**config.mk**
```make
export PLATFORM = sky130hd
export DESIGN_NAME = tsa_slot_assigner
export DESIGN_NICKNAME = d
export VERILOG_FILES = /design/src/include/tsa_pkg.sv /design/src/rtl/tsa_sync.sv /design/src/rtl/tsa_slot_counter.sv /design/src/rtl/tsa_slot_assigner.sv
export SDC_FILE = /design/constraint.sdc
export NUM_CORES = 1
export LEC_CHECK = 0
export ABC_AREA = 0
export BUFFER_PORTS_ARGS = -buffer_cell sky130_fd_sc_hd__buf_2
export CAP_MARGIN = 20
export CORE_AREA = 2 2 159 161
export CTS_BUF_LIST = sky130_fd_sc_hd__clkbuf_8
export DETAILED_ROUTE_END_ITERATION = 8
export DIE_AREA = 0 0 161 163
export MAX_ROUTING_LAYER = met4
export PLACE_DENSITY = 0.56
export SYNTH_ARGS = -nofsm -noshare
export SYNTH_HDL_FRONTEND = slang
export SYNTH_HIERARCHICAL = 1
export SYNTH_SLANG_ARGS = --single-unit
```
**constraint.sdc**
```tcl
create_clock -name mclk -period 17.6 [get_ports mclk]
set_input_delay 3.52 -clock mclk [delete_from_list [all_inputs] [get_ports mclk]]
set_output_delay 3.52 -clock mclk [all_outputs]
set_load 0.05 [all_outputs]
```
**src/include/tsa_pkg.sv**
```systemverilog
// Shared constants, register map and helpers of the time-slot assigner
package tsa_pkg;
  // ----------------------------------------------------------------
  // Bus widths
  // ----------------------------------------------------------------
  localparam int ADDR_W = 4;
  localparam int DATA_W = 8;
  // ----------------------------------------------------------------
  // Register indices
  // ----------------------------------------------------------------
  localparam logic [ADDR_W-1:0] IDX_CHIP_CONFIG = 4'h0;
  localparam logic [ADDR_W-1:0] IDX_TX_SLOT_CONTROL = 4'h1;
  localparam logic [ADDR_W-1:0] IDX_RX_SLOT_CONTROL = 4'h2;
  localparam logic [ADDR_W-1:0] IDX_CLOCK_EDGE_OFFSET = 4'h3;
  localparam logic [ADDR_W-1:0] IDX_TX_SLOT_OFFSET = 4'h4;
  localparam logic [ADDR_W-1:0] IDX_RX_SLOT_OFFSET = 4'h5;
  localparam logic [ADDR_W-1:0] IDX_RX_BIT_MASK = 4'h6;
  localparam logic [ADDR_W-1:0] IDX_TX_BIT_MASK = 4'h7;
  localparam logic [ADDR_W-1:0] IDX_LINK_CONTROL = 4'h8;
  localparam logic [ADDR_W-1:0] IDX_LINK_STATUS = 4'h9;
  localparam logic [ADDR_W-1:0] IDX_RX_BYTE = 4'ha;
  // ----------------------------------------------------------------
  // Field positions
  // ----------------------------------------------------------------
  localparam int CFG_HWY_EN = 7;
  localparam int CFG_SYNC_POL = 6;
  localparam int CFG_SYNC_EDGE = 5;
  localparam int TXC_OUT_A = 7;
  localparam int TXC_OUT_B = 6;
  localparam int RXC_IN_SEL = 7;
  localparam int SLOT_MSB = 5;
  localparam int SLOT_LSB = 0;
  localparam int CEO_TXBOF_MSB = 7;
  localparam int CEO_TXBOF_LSB = 5;
  localparam int CEO_TX_EDGE = 4;
  localparam int CEO_RXBOF_MSB = 3;
  localparam int CEO_RXBOF_LSB = 1;
  localparam int CEO_RX_EDGE = 0;
  localparam int OFS_ORDER = 6;
  localparam int CTL_TX_EN = 0;
  localparam int CTL_RX_ON = 1;
  localparam int CTL_STROBE = 2;
  localparam int STS_LOCK = 0;
  localparam int STS_ACTIVE = 1;
  localparam int STS_STARTED = 2;
  // ----------------------------------------------------------------
  // Reset values and fixed patterns
  // ----------------------------------------------------------------
  localparam logic [DATA_W-1:0] REG_RST = 8'h00;
  localparam logic [DATA_W-1:0] RX_MASK_RST = 8'hff;
  localparam logic [DATA_W-1:0] TX_MASK_RST = 8'h00;
  localparam logic [DATA_W-1:0] IDLE_BYTE = 8'hff;
  // ----------------------------------------------------------------
  // Frame geometry
  // ----------------------------------------------------------------
  localparam int MIN_SLOTS = 3;
  localparam int MAX_SLOTS = 64;
  localparam int CNT_W = 10;
  localparam logic [2:0] LAST_BIT = 3'h7;
  localparam logic [2:0] FIRST_BIT = 3'h0;

  function automatic logic [DATA_W-1:0] reverse8(input logic [DATA_W-1:0] b);
    logic [DATA_W-1:0] r;
    r = '0;
    for (int i = 0; i < DATA_W; i++) begin
      r[i] = b[DATA_W-1-i];
    end
    return r;
  endfunction
endpackage

```
**src/rtl/tsa_sync.sv**
```systemverilog
// Two-stage synchroniser for inputs from outside the mclk domain
`timescale 1ns/1ps
module tsa_sync #(
  parameter int W = 4
) (
  input wire logic mclk,
  input wire logic srst,
  input wire logic [W-1:0] async,
  output logic [W-1:0] synced
);
  logic [W-1:0] stage1_reg;

  always_ff @(posedge mclk) begin
    if (srst) begin
      stage1_reg <= '0;
      synced <= '0;
    end else begin
      stage1_reg <= async;
      synced <= stage1_reg;
    end
  end
endmodule

```
**src/rtl/tsa_slot_counter.sv**
```systemverilog
// Frame bit counter and slot window for one direction
`timescale 1ns/1ps
module tsa_slot_counter #(
  parameter int CNT_W = tsa_pkg::CNT_W
) (
  input wire logic mclk,
  input wire logic srst,
  input wire logic syncPulse,
  input wire logic step,
  input wire logic [2:0] bitOffset,
  input wire logic [5:0] slotOffset,
  input wire logic [5:0] slotNumber,
  output logic hit,
  output logic [2:0] bitIdx,
  output logic [CNT_W-1:0] count
);
  logic [CNT_W-1:0] pos;
  logic [CNT_W-1:0] start;
  logic [CNT_W-1:0] delta;

  // Position of slot bit 0 relative to the frame start
  assign start = CNT_W'(bitOffset) + CNT_W'({slotOffset, 3'h0}) + CNT_W'({slotNumber, 3'h0});
  assign pos = syncPulse ? '0 : count;
  assign delta = pos - start;
  assign hit = (pos >= start) && (delta < CNT_W'(8));
  assign bitIdx = delta[2:0];

  always_ff @(posedge mclk) begin
    if (srst) begin
      count <= '0;
    end else if (step) begin
      // Saturate when sync goes missing
      count <= (&pos) ? pos : pos + CNT_W'(1);
    end else if (syncPulse) begin
      count <= '0;
    end
  end
endmodule

```
**src/rtl/tsa_slot_assigner.sv**
```systemverilog
// Time-slot assigner placing a serial stream into one TDM highway slot
// Behaviour
// (RULE1) Highway off: ignore sync, no slot gating
// (RULE2) Start in slot after sync, pin, unmasked bit
// (RULE3) First byte sent is always all ones
// (RULE4) Software disables outputs before changing slot parameters
// (RULE5) One frame needed to resynchronise after changes
// (RULE6) Sync pulse or reset restarts slot timing
// (RULE7) Supports three to sixty-four slots per frame
// (RULE8) Reset: receive mask ones, transmit mask zeros
// (RULE9) Sync polarity bit selects active level
// (RULE10) Partner sends sync within every 512 clocks
// (RULE11) Sync sampled on edge chosen by sample bit
// (RULE12) Transmit bit offset delays zero to seven bits
// (RULE13) Transmit start: bit + eight times slot sums
// (RULE14) Receive start: bit + eight times slot sums
// (RULE15) Transmit output floats outside slot and masked bits
// (RULE16) Strobe high outside slot and on masked bits
// (RULE17) Serial data goes least significant bit first
// (RULE18) Order bit clear reverses every transmitted byte
// (RULE19) Order bit clear reverses every received byte
// (RULE20) Order selects only act in highway mode
// (RULE21) Masks gate receive and transmit bits independently
// (RULE22) Edge selects pick launch and sample edges
// (RULE23) Output selects choose pins, both share data
// (RULE24) Mask bit per transmission position, count per edge
//
// The address map and the address-and-strobe port were left to the implementer.
`timescale 1ns/1ps
module tsa_slot_assigner (
  input wire logic mclk,
  input wire logic srst,
  input wire logic [3:0] addr,
  input wire logic [7:0] wrData,
  input wire logic wrStb,
  input wire logic rdStb,
  output logic [7:0] rdData,
  input wire logic dataClk,
  input wire logic frameSync,
  input wire logic serialInA,
  input wire logic serialInB,
  output logic serialOutA,
  output logic serialOutAOeN,
  output logic serialOutB,
  output logic serialOutBOeN,
  input wire logic [7:0] txByte,
  output logic txLoad,
  output logic [7:0] rxByte,
  output logic [7:0] rxByteMask,
  output logic rxByteValid
);
  // ----------------------------------------------------------------
  // Registers
  // ----------------------------------------------------------------
  logic [7:0] chipConfig_reg, txSlotControl_reg, rxSlotControl_reg, clockEdgeOffset_reg;
  logic [7:0] txSlotOffset_reg, rxSlotOffset_reg, rxBitMask_reg, txBitMask_reg, linkControl_reg;
  logic frameLock_reg, txActive_reg, txStarted_reg, syncLevel_reg, dataClkPrev_reg;
  logic [7:0] txShift_reg, rxShift_reg, rxMaskAcc_reg;
  logic [2:0] freeTxIdx_reg, freeRxIdx_reg;

  logic highwayEnable, syncPolarity, syncSampleEdge, outASelect, outBSelect, rxInputSelect;
  logic txEdgeSelect, rxEdgeSelect, txOrderSelect, rxOrderSelect;
  logic transmitterEnable, receiverOn, strobeMode;
  assign highwayEnable = chipConfig_reg[tsa_pkg::CFG_HWY_EN];
  assign syncPolarity = chipConfig_reg[tsa_pkg::CFG_SYNC_POL];
  assign syncSampleEdge = chipConfig_reg[tsa_pkg::CFG_SYNC_EDGE];
  assign outASelect = txSlotControl_reg[tsa_pkg::TXC_OUT_A];
  assign outBSelect = txSlotControl_reg[tsa_pkg::TXC_OUT_B];
  assign rxInputSelect = rxSlotControl_reg[tsa_pkg::RXC_IN_SEL];
  assign txEdgeSelect = clockEdgeOffset_reg[tsa_pkg::CEO_TX_EDGE];
  assign rxEdgeSelect = clockEdgeOffset_reg[tsa_pkg::CEO_RX_EDGE];
  assign txOrderSelect = txSlotOffset_reg[tsa_pkg::OFS_ORDER];
  assign rxOrderSelect = rxSlotOffset_reg[tsa_pkg::OFS_ORDER];
  assign transmitterEnable = linkControl_reg[tsa_pkg::CTL_TX_EN];
  assign receiverOn = linkControl_reg[tsa_pkg::CTL_RX_ON];
  assign strobeMode = linkControl_reg[tsa_pkg::CTL_STROBE];

  always_ff @(posedge mclk) begin
    if (srst) begin
      chipConfig_reg <= tsa_pkg::REG_RST;
      txSlotControl_reg <= tsa_pkg::REG_RST;
      rxSlotControl_reg <= tsa_pkg::REG_RST;
      clockEdgeOffset_reg <= tsa_pkg::REG_RST;
      txSlotOffset_reg <= tsa_pkg::REG_RST;
      rxSlotOffset_reg <= tsa_pkg::REG_RST;
      rxBitMask_reg <= tsa_pkg::RX_MASK_RST; // [RULE8]
      txBitMask_reg <= tsa_pkg::TX_MASK_RST; // [RULE8]
      linkControl_reg <= tsa_pkg::REG_RST;
    end else if (wrStb) begin
      if (addr == tsa_pkg::IDX_CHIP_CONFIG) begin
        chipConfig_reg <= wrData;
      end else if (addr == tsa_pkg::IDX_TX_SLOT_CONTROL) begin
        txSlotControl_reg <= wrData;
      end else if (addr == tsa_pkg::IDX_RX_SLOT_CONTROL) begin
        rxSlotControl_reg <= wrData;
      end else if (addr == tsa_pkg::IDX_CLOCK_EDGE_OFFSET) begin
        clockEdgeOffset_reg <= wrData;
      end else if (addr == tsa_pkg::IDX_TX_SLOT_OFFSET) begin
        txSlotOffset_reg <= wrData;
      end else if (addr == tsa_pkg::IDX_RX_SLOT_OFFSET) begin
        rxSlotOffset_reg <= wrData;
      end else if (addr == tsa_pkg::IDX_RX_BIT_MASK) begin
        rxBitMask_reg <= wrData;
      end else if (addr == tsa_pkg::IDX_TX_BIT_MASK) begin
        txBitMask_reg <= wrData;
      end else if (addr == tsa_pkg::IDX_LINK_CONTROL) begin
        linkControl_reg <= wrData;
      end
    end
  end

  // ----------------------------------------------------------------
  // Read port, data one cycle after the strobe
  // ----------------------------------------------------------------
  always_ff @(posedge mclk) begin
    if (srst || !rdStb) begin
      rdData <= tsa_pkg::REG_RST;
    end else if (addr == tsa_pkg::IDX_CHIP_CONFIG) begin
      rdData <= chipConfig_reg;
    end else if (addr == tsa_pkg::IDX_TX_SLOT_CONTROL) begin
      rdData <= txSlotControl_reg;
    end else if (addr == tsa_pkg::IDX_RX_SLOT_CONTROL) begin
      rdData <= rxSlotControl_reg;
    end else if (addr == tsa_pkg::IDX_CLOCK_EDGE_OFFSET) begin
      rdData <= clockEdgeOffset_reg;
    end else if (addr == tsa_pkg::IDX_TX_SLOT_OFFSET) begin
      rdData <= txSlotOffset_reg;
    end else if (addr == tsa_pkg::IDX_RX_SLOT_OFFSET) begin
      rdData <= rxSlotOffset_reg;
    end else if (addr == tsa_pkg::IDX_RX_BIT_MASK) begin
      rdData <= rxBitMask_reg;
    end else if (addr == tsa_pkg::IDX_TX_BIT_MASK) begin
      rdData <= txBitMask_reg;
    end else if (addr == tsa_pkg::IDX_LINK_CONTROL) begin
      rdData <= linkControl_reg;
    end else if (addr == tsa_pkg::IDX_LINK_STATUS) begin
      rdData <= {5'h00, txStarted_reg, txActive_reg, frameLock_reg};
    end else if (addr == tsa_pkg::IDX_RX_BYTE) begin
      rdData <= rxByte;
    end else begin
      rdData <= tsa_pkg::REG_RST;
    end
  end

  // ----------------------------------------------------------------
  // Pin sampling and edge detection
  // ----------------------------------------------------------------
  logic [3:0] pinSync;
  logic dataClkS, frameSyncS, serialInAS, serialInBS;
  tsa_sync #(.W(4)) uPinSync (
    .mclk(mclk),
    .srst(srst),
    .async({dataClk, frameSync, serialInA, serialInB}),
    .synced(pinSync)
  );
  assign {dataClkS, frameSyncS, serialInAS, serialInBS} = pinSync;

  logic clkRise, clkFall, txEdge, rxEdge, syncEdge, syncAsserted, syncPulse;
  assign clkRise = dataClkS && !dataClkPrev_reg;
  assign clkFall = !dataClkS && dataClkPrev_reg;
  assign txEdge = txEdgeSelect ? clkRise : clkFall; // [RULE22]
  assign rxEdge = rxEdgeSelect ? clkRise : clkFall; // [RULE22]
  assign syncEdge = syncSampleEdge ? clkRise : clkFall; // [RULE11]
  assign syncAsserted = (frameSyncS == syncPolarity); // [RULE9]
  // Leading edge of a valid sync, only in highway mode
  assign syncPulse = highwayEnable && syncEdge && syncAsserted && !syncLevel_reg; // [RULE1] [RULE6]

  always_ff @(posedge mclk) begin
    if (srst) begin
      dataClkPrev_reg <= 1'b0;
      syncLevel_reg <= 1'b0;
    end else begin
      dataClkPrev_reg <= dataClkS;
      if (syncEdge) begin
        syncLevel_reg <= syncAsserted;
      end
    end
  end

  // Timing only trusted after a sync seen in highway mode
  always_ff @(posedge mclk) begin
    if (srst || !highwayEnable) begin
      frameLock_reg <= 1'b0;
    end else if (syncPulse) begin
      frameLock_reg <= 1'b1; // [RULE5]
    end
  end

  // ----------------------------------------------------------------
  // Slot counters, up to 64 slots of 8 bits
  // ----------------------------------------------------------------
  logic txHit, rxHit;
  logic [2:0] txIdx, rxIdx;
  logic [tsa_pkg::CNT_W-1:0] txCount, rxCount;
  tsa_slot_counter #(.CNT_W(tsa_pkg::CNT_W)) uTxCounter ( // [RULE7] [RULE24]
    .mclk(mclk),
    .srst(srst),
    .syncPulse(syncPulse),
    .step(txEdge),
    .bitOffset(clockEdgeOffset_reg[tsa_pkg::CEO_TXBOF_MSB:tsa_pkg::CEO_TXBOF_LSB]), // [RULE12] [RULE13]
    .slotOffset(txSlotOffset_reg[tsa_pkg::SLOT_MSB:tsa_pkg::SLOT_LSB]),
    .slotNumber(txSlotControl_reg[tsa_pkg::SLOT_MSB:tsa_pkg::SLOT_LSB]),
    .hit(txHit),
    .bitIdx(txIdx),
    .count(txCount)
  );
  tsa_slot_counter #(.CNT_W(tsa_pkg::CNT_W)) uRxCounter ( // [RULE7] [RULE24]
    .mclk(mclk),
    .srst(srst),
    .syncPulse(syncPulse),
    .step(rxEdge),
    .bitOffset(clockEdgeOffset_reg[tsa_pkg::CEO_RXBOF_MSB:tsa_pkg::CEO_RXBOF_LSB]), // [RULE14]
    .slotOffset(rxSlotOffset_reg[tsa_pkg::SLOT_MSB:tsa_pkg::SLOT_LSB]),
    .slotNumber(rxSlotControl_reg[tsa_pkg::SLOT_MSB:tsa_pkg::SLOT_LSB]),
    .hit(rxHit),
    .bitIdx(rxIdx),
    .count(rxCount)
  );

  // ----------------------------------------------------------------
  // Transmit path
  // ----------------------------------------------------------------
  logic anyPin, txSlotStart, txFirst, txBitMasked, txWindow, freeLoad;
  logic [7:0] txUser, txLoadByte, txCur;
  logic [2:0] txPos;
  assign anyPin = outASelect || (outBSelect && !strobeMode);
  assign txWindow = highwayEnable && frameLock_reg && txHit;
  assign txSlotStart = txEdge && txWindow && (txIdx == tsa_pkg::FIRST_BIT);
  assign txFirst = txSlotStart && !txStarted_reg && anyPin && (txBitMask_reg != 8'h00); // [RULE2]
  assign freeLoad = txEdge && !highwayEnable && (freeTxIdx_reg == tsa_pkg::FIRST_BIT);
  assign txUser = transmitterEnable ? txByte : tsa_pkg::IDLE_BYTE;
  assign txLoadByte = (txFirst || !txStarted_reg) ? tsa_pkg::IDLE_BYTE : txUser; // [RULE3]
  // Reverse only in highway mode with order bit clear
  always_comb begin
    txCur = txShift_reg;
    if (txSlotStart || freeLoad) begin
      txCur = (highwayEnable && !txOrderSelect) ? tsa_pkg::reverse8(txLoadByte) : txLoadByte; // [RULE18] [RULE20]
    end
  end
  assign txPos = highwayEnable ? txIdx : freeTxIdx_reg;
  assign txBitMasked = !txBitMask_reg[txIdx]; // [RULE21] [RULE24]

  always_ff @(posedge mclk) begin
    if (srst || !highwayEnable || !anyPin) begin
      txActive_reg <= 1'b0;
      txStarted_reg <= 1'b0;
    end else if (txFirst) begin
      txActive_reg <= 1'b1; // [RULE2]
      txStarted_reg <= 1'b1;
    end
  end

  always_ff @(posedge mclk) begin
    if (srst) begin
      txShift_reg <= tsa_pkg::IDLE_BYTE;
      freeTxIdx_reg <= tsa_pkg::FIRST_BIT;
      txLoad <= 1'b0;
    end else begin
      txShift_reg <= txCur;
      txLoad <= transmitterEnable && (freeLoad || (txSlotStart && txActive_reg && txStarted_reg));
      if (txEdge && !highwayEnable) begin
        freeTxIdx_reg <= freeTxIdx_reg + 3'h1;
      end
    end
  end

  // Pin drive, updated on launch edges only
  logic txDrive, txBit;
  assign txBit = txCur[txPos]; // [RULE17]
  // First bit of the first slot drives before txActive_reg is set
  assign txDrive = highwayEnable ? (txWindow && (txActive_reg || txFirst) && !txBitMasked) : transmitterEnable; // [RULE2] [RULE15]
  always_ff @(posedge mclk) begin
    if (srst) begin
      serialOutA <= 1'b1;
      serialOutAOeN <= 1'b1;
      serialOutB <= 1'b1;
      serialOutBOeN <= 1'b1;
    end else if (txEdge) begin
      serialOutA <= txBit;
      serialOutAOeN <= !(txDrive && outASelect); // [RULE23]
      if (strobeMode) begin
        serialOutBOeN <= 1'b0;
        serialOutB <= highwayEnable ? !(outASelect && txWindow && !txBitMasked) : !outASelect; // [RULE16]
      end else begin
        serialOutB <= txBit;
        serialOutBOeN <= !(txDrive && outBSelect); // [RULE23]
      end
    end
  end

  // ----------------------------------------------------------------
  // Receive path
  // ----------------------------------------------------------------
  logic rxIn, rxTake, rxLast;
  logic [2:0] rxPos;
  logic [7:0] rxMaskUse;
  assign rxIn = rxInputSelect ? serialInBS : serialInAS;
  assign rxPos = highwayEnable ? rxIdx : freeRxIdx_reg;
  assign rxMaskUse = highwayEnable ? rxBitMask_reg : tsa_pkg::RX_MASK_RST;
  assign rxTake = rxEdge && receiverOn && (!highwayEnable || (frameLock_reg && rxHit));
  assign rxLast = rxTake && (rxPos == tsa_pkg::LAST_BIT);

  always_ff @(posedge mclk) begin
    if (srst) begin
      rxShift_reg <= 8'h00;
      rxMaskAcc_reg <= 8'h00;
      freeRxIdx_reg <= tsa_pkg::FIRST_BIT;
    end else if (rxTake) begin
      if (rxMaskUse[rxPos]) begin
        rxShift_reg[rxPos] <= rxIn; // [RULE21]
      end
      rxMaskAcc_reg[rxPos] <= rxMaskUse[rxPos];
      freeRxIdx_reg <= freeRxIdx_reg + 3'h1;
    end
  end

  logic [7:0] rxDone, rxDoneMask;
  always_comb begin
    rxDone = rxShift_reg;
    rxDoneMask = rxMaskAcc_reg;
    rxDone[rxPos] = rxMaskUse[rxPos] ? rxIn : rxShift_reg[rxPos];
    rxDoneMask[rxPos] = rxMaskUse[rxPos];
  end

  always_ff @(posedge mclk) begin
    if (srst) begin
      rxByte <= 8'h00;
      rxByteMask <= 8'h00;
      rxByteValid <= 1'b0;
    end else begin
      rxByteValid <= rxLast;
      if (rxLast) begin
        rxByte <= (highwayEnable && !rxOrderSelect) ? tsa_pkg::reverse8(rxDone) : rxDone; // [RULE19] [RULE20]
        rxByteMask <= (highwayEnable && !rxOrderSelect) ? tsa_pkg::reverse8(rxDoneMask) : rxDoneMask;
      end
    end
  end
endmodule

```
* Word level (Yosys, flattened, before mapping)
Cells that the tools add are included.
** Operators by class
- Equal/unequal tests :: 12
- Reductions and logical operators :: 72
- Muxes and demuxes :: 48
- Add/subtract/negate cells :: 10
- Order comparisons :: 8
- Bitwise operators :: 8
** Operators by type and width (number)
- two-way mux 8 bit :: 18
- two-way mux 10 bit :: 6
- logical AND 1 bit :: 33
- AND reduction 10 bit :: 3
- bitwise mux 8 bit :: 3
- adder 10 x 1 -> 10 bit, second input constant :: 2
- adder 10 x 9 -> 10 bit :: 2
- adder 3 x 9 -> 10 bit :: 2
- >= comparator 10 bit :: 2
- < comparator 10 x 4 -> 1 bit, second input constant :: 2
- subtractor 10 bit :: 2
- == test 4 x 3 -> 1 bit, second input constant :: 4
- zero test 1 bit :: 14
- two-way mux 1 bit :: 14
- binary-select mux 1 bit (select 3 bit) :: 4
- == test 4 bit, second input constant :: 3
- < comparator 3 x 4 -> 1 bit, second input constant :: 3
- logical OR 1 bit :: 9
- AND reduction 9 bit :: 1
- == test 4 x 2 -> 1 bit, second input constant :: 2
- inverter 1 bit :: 8
- AND reduction 8 bit :: 1
- nonzero test 8 bit :: 1
- AND reduction 7 bit :: 1
- 14 further kinds :: 18
** Storage, ports and cells
- Register bits :: 164
- Output and inout bits :: 30
- Input bits :: 28
- Word-level logic and storage cells :: 189

* Longest topological paths before layout
- Depth after elaboration :: 23
- Depth in mapped cells :: 23
- Mapped depth without buffers :: 21

* Hierarchy
Netlist, hierarchy kept.
** By module, submodules not included
- tsa_slot_assigner :: area an instance 6862.8 um^2, instances 1, cells an instance 794
- tsa_slot_counter at uRxCounter :: area an instance 1327.5 um^2, instances 1, cells an instance 168
- tsa_slot_counter at uTxCounter :: area an instance 1275.0 um^2, instances 1, cells an instance 160
- tsa_sync :: area an instance 210.2 um^2, instances 1, cells an instance 16

* Least setup slack after synthesis
No wires, ideal clock.
- Path type :: register to register
- From :: register chipConfig_reg[7]
- To :: register serialOutB
- Path slack :: 11.954 ns
- Clock period less this slack :: 5.646 ns
- Stages on the path, launching flop included :: 22
- Buffers on the path :: 4
- Arrival :: 5.517 ns
- Cells stage by stage :: dfxtp_1 > buf_6 > clkbuf_1 > buf_1 > nor4b_1 > clkbuf_1 > nand2b_1 > ha_1 > inv_1 > fa_1 > a211oi_1 > nor3b_1 > o221ai_1 > a2111oi_2 > and4_1 > a31oi_4 > nor2_4 > mux2i_1 > mux2i_1 > mux2_2 > a2111oi_2 > a21oi_1
** On the way
- Cells in the longest elaborated chain, start to end :: 20
- Elaborated cells between the ends (all ways) :: 35
- Those cells by class :: add/sub (1); order compare (2); mux (11); reduce/logical (21)
** RTL lines
- start, declared :: line tsa_slot_assigner.sv:55 : logic [7:0] chipConfig_reg, txSlotControl_reg, rxSlotControl_reg, clockEdgeOffset_reg;
- start signal, assigned :: line tsa_slot_assigner.sv:80 : chipConfig_reg <= tsa_pkg::REG_RST;
- start signal, assigned :: line tsa_slot_assigner.sv:91 : chipConfig_reg <= wrData;
- logical AND 1 bit (*) (3 in series) :: line tsa_slot_assigner.sv:166 : assign syncPulse = highwayEnable && syncEdge && syncAsserted && !syncLevel_reg;
- via syncPulse :: line tsa_slot_assigner.sv:158 : logic clkRise, clkFall, txEdge, rxEdge, syncEdge, syncAsserted, syncPulse;
- two-way mux 10 bit (*) :: line tsa_slot_counter.sv:23 : assign pos = syncPulse ? '0 : count;
- subtractor 10 bit :: line tsa_slot_counter.sv:24 : assign delta = pos - start;
- < comparator 10 x 4 -> 1 bit :: line tsa_slot_counter.sv:25 : assign hit = (pos >= start) && (delta < CNT_W'(8));
- logical AND 1 bit (*) :: line tsa_slot_counter.sv:25
- via txHit :: line tsa_slot_assigner.sv:192 : logic txHit, rxHit;
- logical AND 1 bit (*) :: line tsa_slot_assigner.sv:227 : assign txWindow = highwayEnable && frameLock_reg && txHit;
- logical AND 1 bit (2 in series) :: line tsa_slot_assigner.sv:228 : assign txSlotStart = txEdge && txWindow && (txIdx == tsa_pkg::FIRST_BIT);
- logical AND 1 bit (3 in series) :: line tsa_slot_assigner.sv:229 : assign txFirst = txSlotStart && !txStarted_reg && anyPin && (txBitMask_reg != 8'h00);
- logical OR 1 bit :: line tsa_slot_assigner.sv:232 : assign txLoadByte = (txFirst || !txStarted_reg) ? tsa_pkg::IDLE_BYTE : txUser;
- two-way mux 8 bit :: line tsa_slot_assigner.sv:232
- two-way mux 8 bit :: line tsa_slot_assigner.sv:237 : txCur = (highwayEnable && !txOrderSelect) ? tsa_pkg::reverse8(txLoadByte) : txLoadByte;
- two-way mux 8 bit :: line tsa_slot_assigner.sv:236 : if (txSlotStart || freeLoad) begin
- binary-select mux 1 bit (select 3 bit) :: line tsa_slot_assigner.sv:269 : assign txBit = txCur[txPos];
- two-way mux 1 bit (not written as such) :: line tsa_slot_assigner.sv:269
- two-way mux 1 bit (*) :: line tsa_slot_assigner.sv:281 : if (strobeMode) begin
- end signal, assigned :: line tsa_slot_assigner.sv:283 : serialOutB <= highwayEnable ? !(outASelect && txWindow && !txBitMasked) : !outASelect;
- end signal, assigned :: line tsa_slot_assigner.sv:285 : serialOutB <= txBit;
- end, declared :: line tsa_slot_assigner.sv:44 : output logic serialOutB,
The timed path passes the listed nets; every way through them passes the cells marked *. The select of a mux whose other input is x is not followed.
A chain may end at the register's enable or synchronous reset.

* Worst setup path after layout
- From :: register uPinSync.synced[3]
- To :: register serialOutB
** On the way
- Cells in the longest elaborated chain, start to end :: 23
- Elaborated cells between the ends (all ways) :: 37
- Those cells by class :: add/sub (1); order compare (2); mux (13); reduce/logical (21)
** RTL lines
- start, declared :: line tsa_sync.sv:9 : output logic [W-1:0] synced
- start signal, assigned :: line tsa_sync.sv:19 : synced <= stage1_reg;
- zero test 1 bit :: line tsa_slot_assigner.sv:160 : assign clkFall = !dataClkS && dataClkPrev_reg;
- logical AND 1 bit :: line tsa_slot_assigner.sv:160
- two-way mux 1 bit (*) :: line tsa_slot_assigner.sv:163 : assign syncEdge = syncSampleEdge ? clkRise : clkFall;
- logical AND 1 bit (*) (3 in series) :: line tsa_slot_assigner.sv:166
- via syncPulse :: line tsa_slot_assigner.sv:158
- two-way mux 10 bit (*) :: line tsa_slot_counter.sv:23
- subtractor 10 bit :: line tsa_slot_counter.sv:24
- < comparator 10 x 4 -> 1 bit :: line tsa_slot_counter.sv:25
- [1 not listed]
- via txHit :: line tsa_slot_assigner.sv:192
- [3 not listed]
- logical AND 1 bit (3 in series) :: line tsa_slot_assigner.sv:229
- logical OR 1 bit :: line tsa_slot_assigner.sv:232
- two-way mux 8 bit :: line tsa_slot_assigner.sv:232
- two-way mux 8 bit :: line tsa_slot_assigner.sv:237
- two-way mux 8 bit :: line tsa_slot_assigner.sv:236
- binary-select mux 1 bit (select 3 bit) :: line tsa_slot_assigner.sv:269
- two-way mux 1 bit (not written as such) :: line tsa_slot_assigner.sv:269
- two-way mux 1 bit (*) :: line tsa_slot_assigner.sv:281
Marks and branches as above.

==> results by group <==
Clock tree
  – CTS tree: yes
  – Post_cts resized: 0
  – Htree depth: 4
  – CTS clock-pin slew for the worst setup and hold paths: 0.08 ns
  – Root buf cell: clkbuf_8
  – Post-CTS setup buffer count: 0
  – CTS Buf Count: 17
  – Max clock buf depth: 2
  – CTS Hold Bufs: 0
  – Latest clock arrival within the worst-skew pair: 0.47 ns
  – Sink Count: 164

Flow run
  – Max Cap Viol: 0

Finish
  – Most frequent cells in the layout: dfxtp_1 (164), nor2_1 (128), nand2_1 (100), mux2i_1 (100), a21oi_1 (84)
  – Regs by FF count: uRxCounter/count x10, uTxCounter/count x10
  – Share of layout cells above drive strength 1: 11.9%
  – Ant. Diodes: 0
  – Fill cells: 2538
  – Non-filler cells, final: 1502
  – Commonest non-fill, non-tap cell in the layout: dfxtp_1
  – Area grow syn2layout: 8.51%
  – Net count, final: 1229
  – Final core utilization: 42.6%

Placement
  – GPL Wtd Cong: 0.918
  – Placed cell count: 1469
  – Buffers on Ports: 57
  – Post-DP HPWL: 19200 um

Worst setup path
  – Nature of the critical path endpoint: flop
  – Reg2reg path depth: 20
  – Req. time, crit path: 17.95 ns
  – Setup CP Type: reg2reg
  – Crit path DAT: 5.98 ns
  – Startpoint Class: flop
  – CP Max Fanout: 12

Route
  – Vias post-DR: 8215
  – Drt drc: 0
  – Routed Antenna Nets: 0
  – Iteration-0 DRC Markers: 689
  – DRT Pass-1 Iters: 6
  – Post-Route WL: 26200 um
  – Routed len/inst: 17.5 um
  – Mean number of vias per cell: 5.47

STA
  – Clock skew: 0.0150 ns
  – Final worst-path cycle share: 32.0%
  – Setup violators final: 0
  – Min cycle time layout: 5.64 ns
  – Max_slew headroom: 34.4%
  – Worst Tran Pin Value: 0.981 ns
  – Fmax: 177 MHz
  – Hold Vio Cnt, Final: 0
  – Max Slew Vio Count: 0
  – Sum of negative setup slack: 0 ns
  – RSZ-0062 raised after global routing: no

Yosys
  – EDFF count, synth: 0
  – Syn nets: 1207
  – Yosys cell types: 83
  – FF+latch count, synth: 164
  – Top FF cell, synth: dfxtp_1
  – Cells after synthesis: 1138
  – Post-Synthesis Cell Area: 0.00968 sq mm
  – Yosys warns: 6
  – Seq/Total Area, Yosys: 33.9%
  – Syn avg cell area: 8.50 sq um
  – Fraction of registers with async set/reset: 0%

Floorplanning
  – Initial Utilization: 39.2%
  – Core area: 0.0247 sq mm
  – Rows: 58
  – Die Span Y: 163 um
  – Die area: 0.0262 sq mm
  – Ports: 58
  – Die span in x: 161 um

Power and ir drop
  – Power per cell area: 65.7 mW/mm^2
  – Leak: 4.13 nW
  – VDD IR max: 0.0000384 V
  – Total power: 690 uW

GRT
  – GRT overflow: 0
  – Tot GR Track Use: 20.7%
  – First-pass GRT wire length: 41700 um
  – Initial antenna violation count: 0
  – Largest net degree at the start of global routing: 71
  – Vias in the first global route: 7659

Run status
  – Outcome: completed

Hold path
  – Hold Crit Depth: 1
  – Hold Path Class: reg2reg
## cells by family (layout without fill, tap and decap cells)
group	count (synthesis)	in the layout	synth area share [%]
AO/OA/AOI/OAI	247	247	17.3
buffers and inverters	99	133	4.47
multiplexers	116	116	13.0
adder cells (fa/ha/maj)	41	41	5.61
AND/OR/NAND/NOR	440	440	22.9
flip-flops	164	164	33.9
XOR/XNOR	31	31	2.81
## cell usage after synthesis, drive strengths merged (11+ instances only)
library cell | count | area, sq um
buf | 20 | 136
o21ai | 42 | 210
mux2i | 102 | 1050
clkbuf | 44 | 165
inv | 35 | 131
a211o | 11 | 96.3
nand3 | 35 | 175
nor2b | 49 | 307
ha | 37 | 463
xnor2 | 18 | 158
nand2b | 35 | 219
a22oi | 12 | 90.1
a21oi | 85 | 437
a211oi | 22 | 183
dfxtp | 164 | 3280
nand2 | 100 | 375
xor2 | 13 | 114
o22ai | 11 | 68.8
nor3 | 26 | 145
nor2 | 130 | 498
## final cells by class
type                            count  area [sq um]  share of cell area [%]
Multi-Input combinational cell    875          5970                    56.9
Sequential cell                   164          3280                    31.3
Tap cell                          330           413                    3.93
Timing Repair Buffer               67           363                    3.46
Clock buffer                       17           234                    2.23
Inverter                           35           131                    1.25
Clock inverter                     14           104                   0.989
## worst paths after layout
kind / start / to / slack (ns)
hold reg to reg: uPinSync/stage1_reg[1]$_SDFF_PP0_ / uPinSync/synced[1]$_SDFF_PP0_ / 0.45
setup reg to reg: uPinSync/synced[3]$_SDFF_PP0_ / serialOutB$_SDFFE_PP1N_ / 11.96
setup / recovery: uPinSync/synced[3]$_SDFF_PP0_ / serialOutB$_SDFFE_PP1N_ / 11.96
hold / removal: uPinSync/stage1_reg[1]$_SDFF_PP0_ / uPinSync/synced[1]$_SDFF_PP0_ / 0.45
## worst max-delay path: stages, from the launching register on
cell and delay [ns]:
dfxtp_1 0.36, nor2b_1 0.19, a21oi_1 0.14, nor4b_2 0.33, buf_4 0.26, nand2b_1 0.19, ha_1 0.18, inv_1 0.06
fa_1 0.44, a211oi_1 0.46, nor3b_1 0.25, o221ai_1 0.17, a2111oi_2 0.37, and4_1 0.35, a31oi_4 0.15, nor2_4 0.27
mux2i_1 0.30, mux2i_1 0.12, mux2_2 0.30, a2111oi_2 0.50, a21oi_1 0.12
## layer usage
layer	up-vias	wire length (um)	GRT usage [%]
met1	3878	12700	27.6
met3	42	1050	3.97
li1	4101	-	-
met4	0	616	6.21
met5	-	0	-
met2	194	11800	32.1
## metrics by stage
stage,hold slack [ns],instance area [sq um],setup slack (ns)
after floorplan,0.414,9680,11.95
after global placement,0.421,10100,11.72
after detailed placement,0.435,10100,11.70
after CTS,0.456,10500,12.00
after global routing,0.475,10500,11.48
final,0.448,10500,11.96
## power by group
part           leakage [nW]  switching (mW)  internal (mW)
logic                  2.63          0.0416         0.0238
registers              1.33         0.00326          0.375
clock network         0.175           0.148         0.0983
total                  4.13           0.193          0.497
No activity file was read; power rests on OpenSTA's default activity.
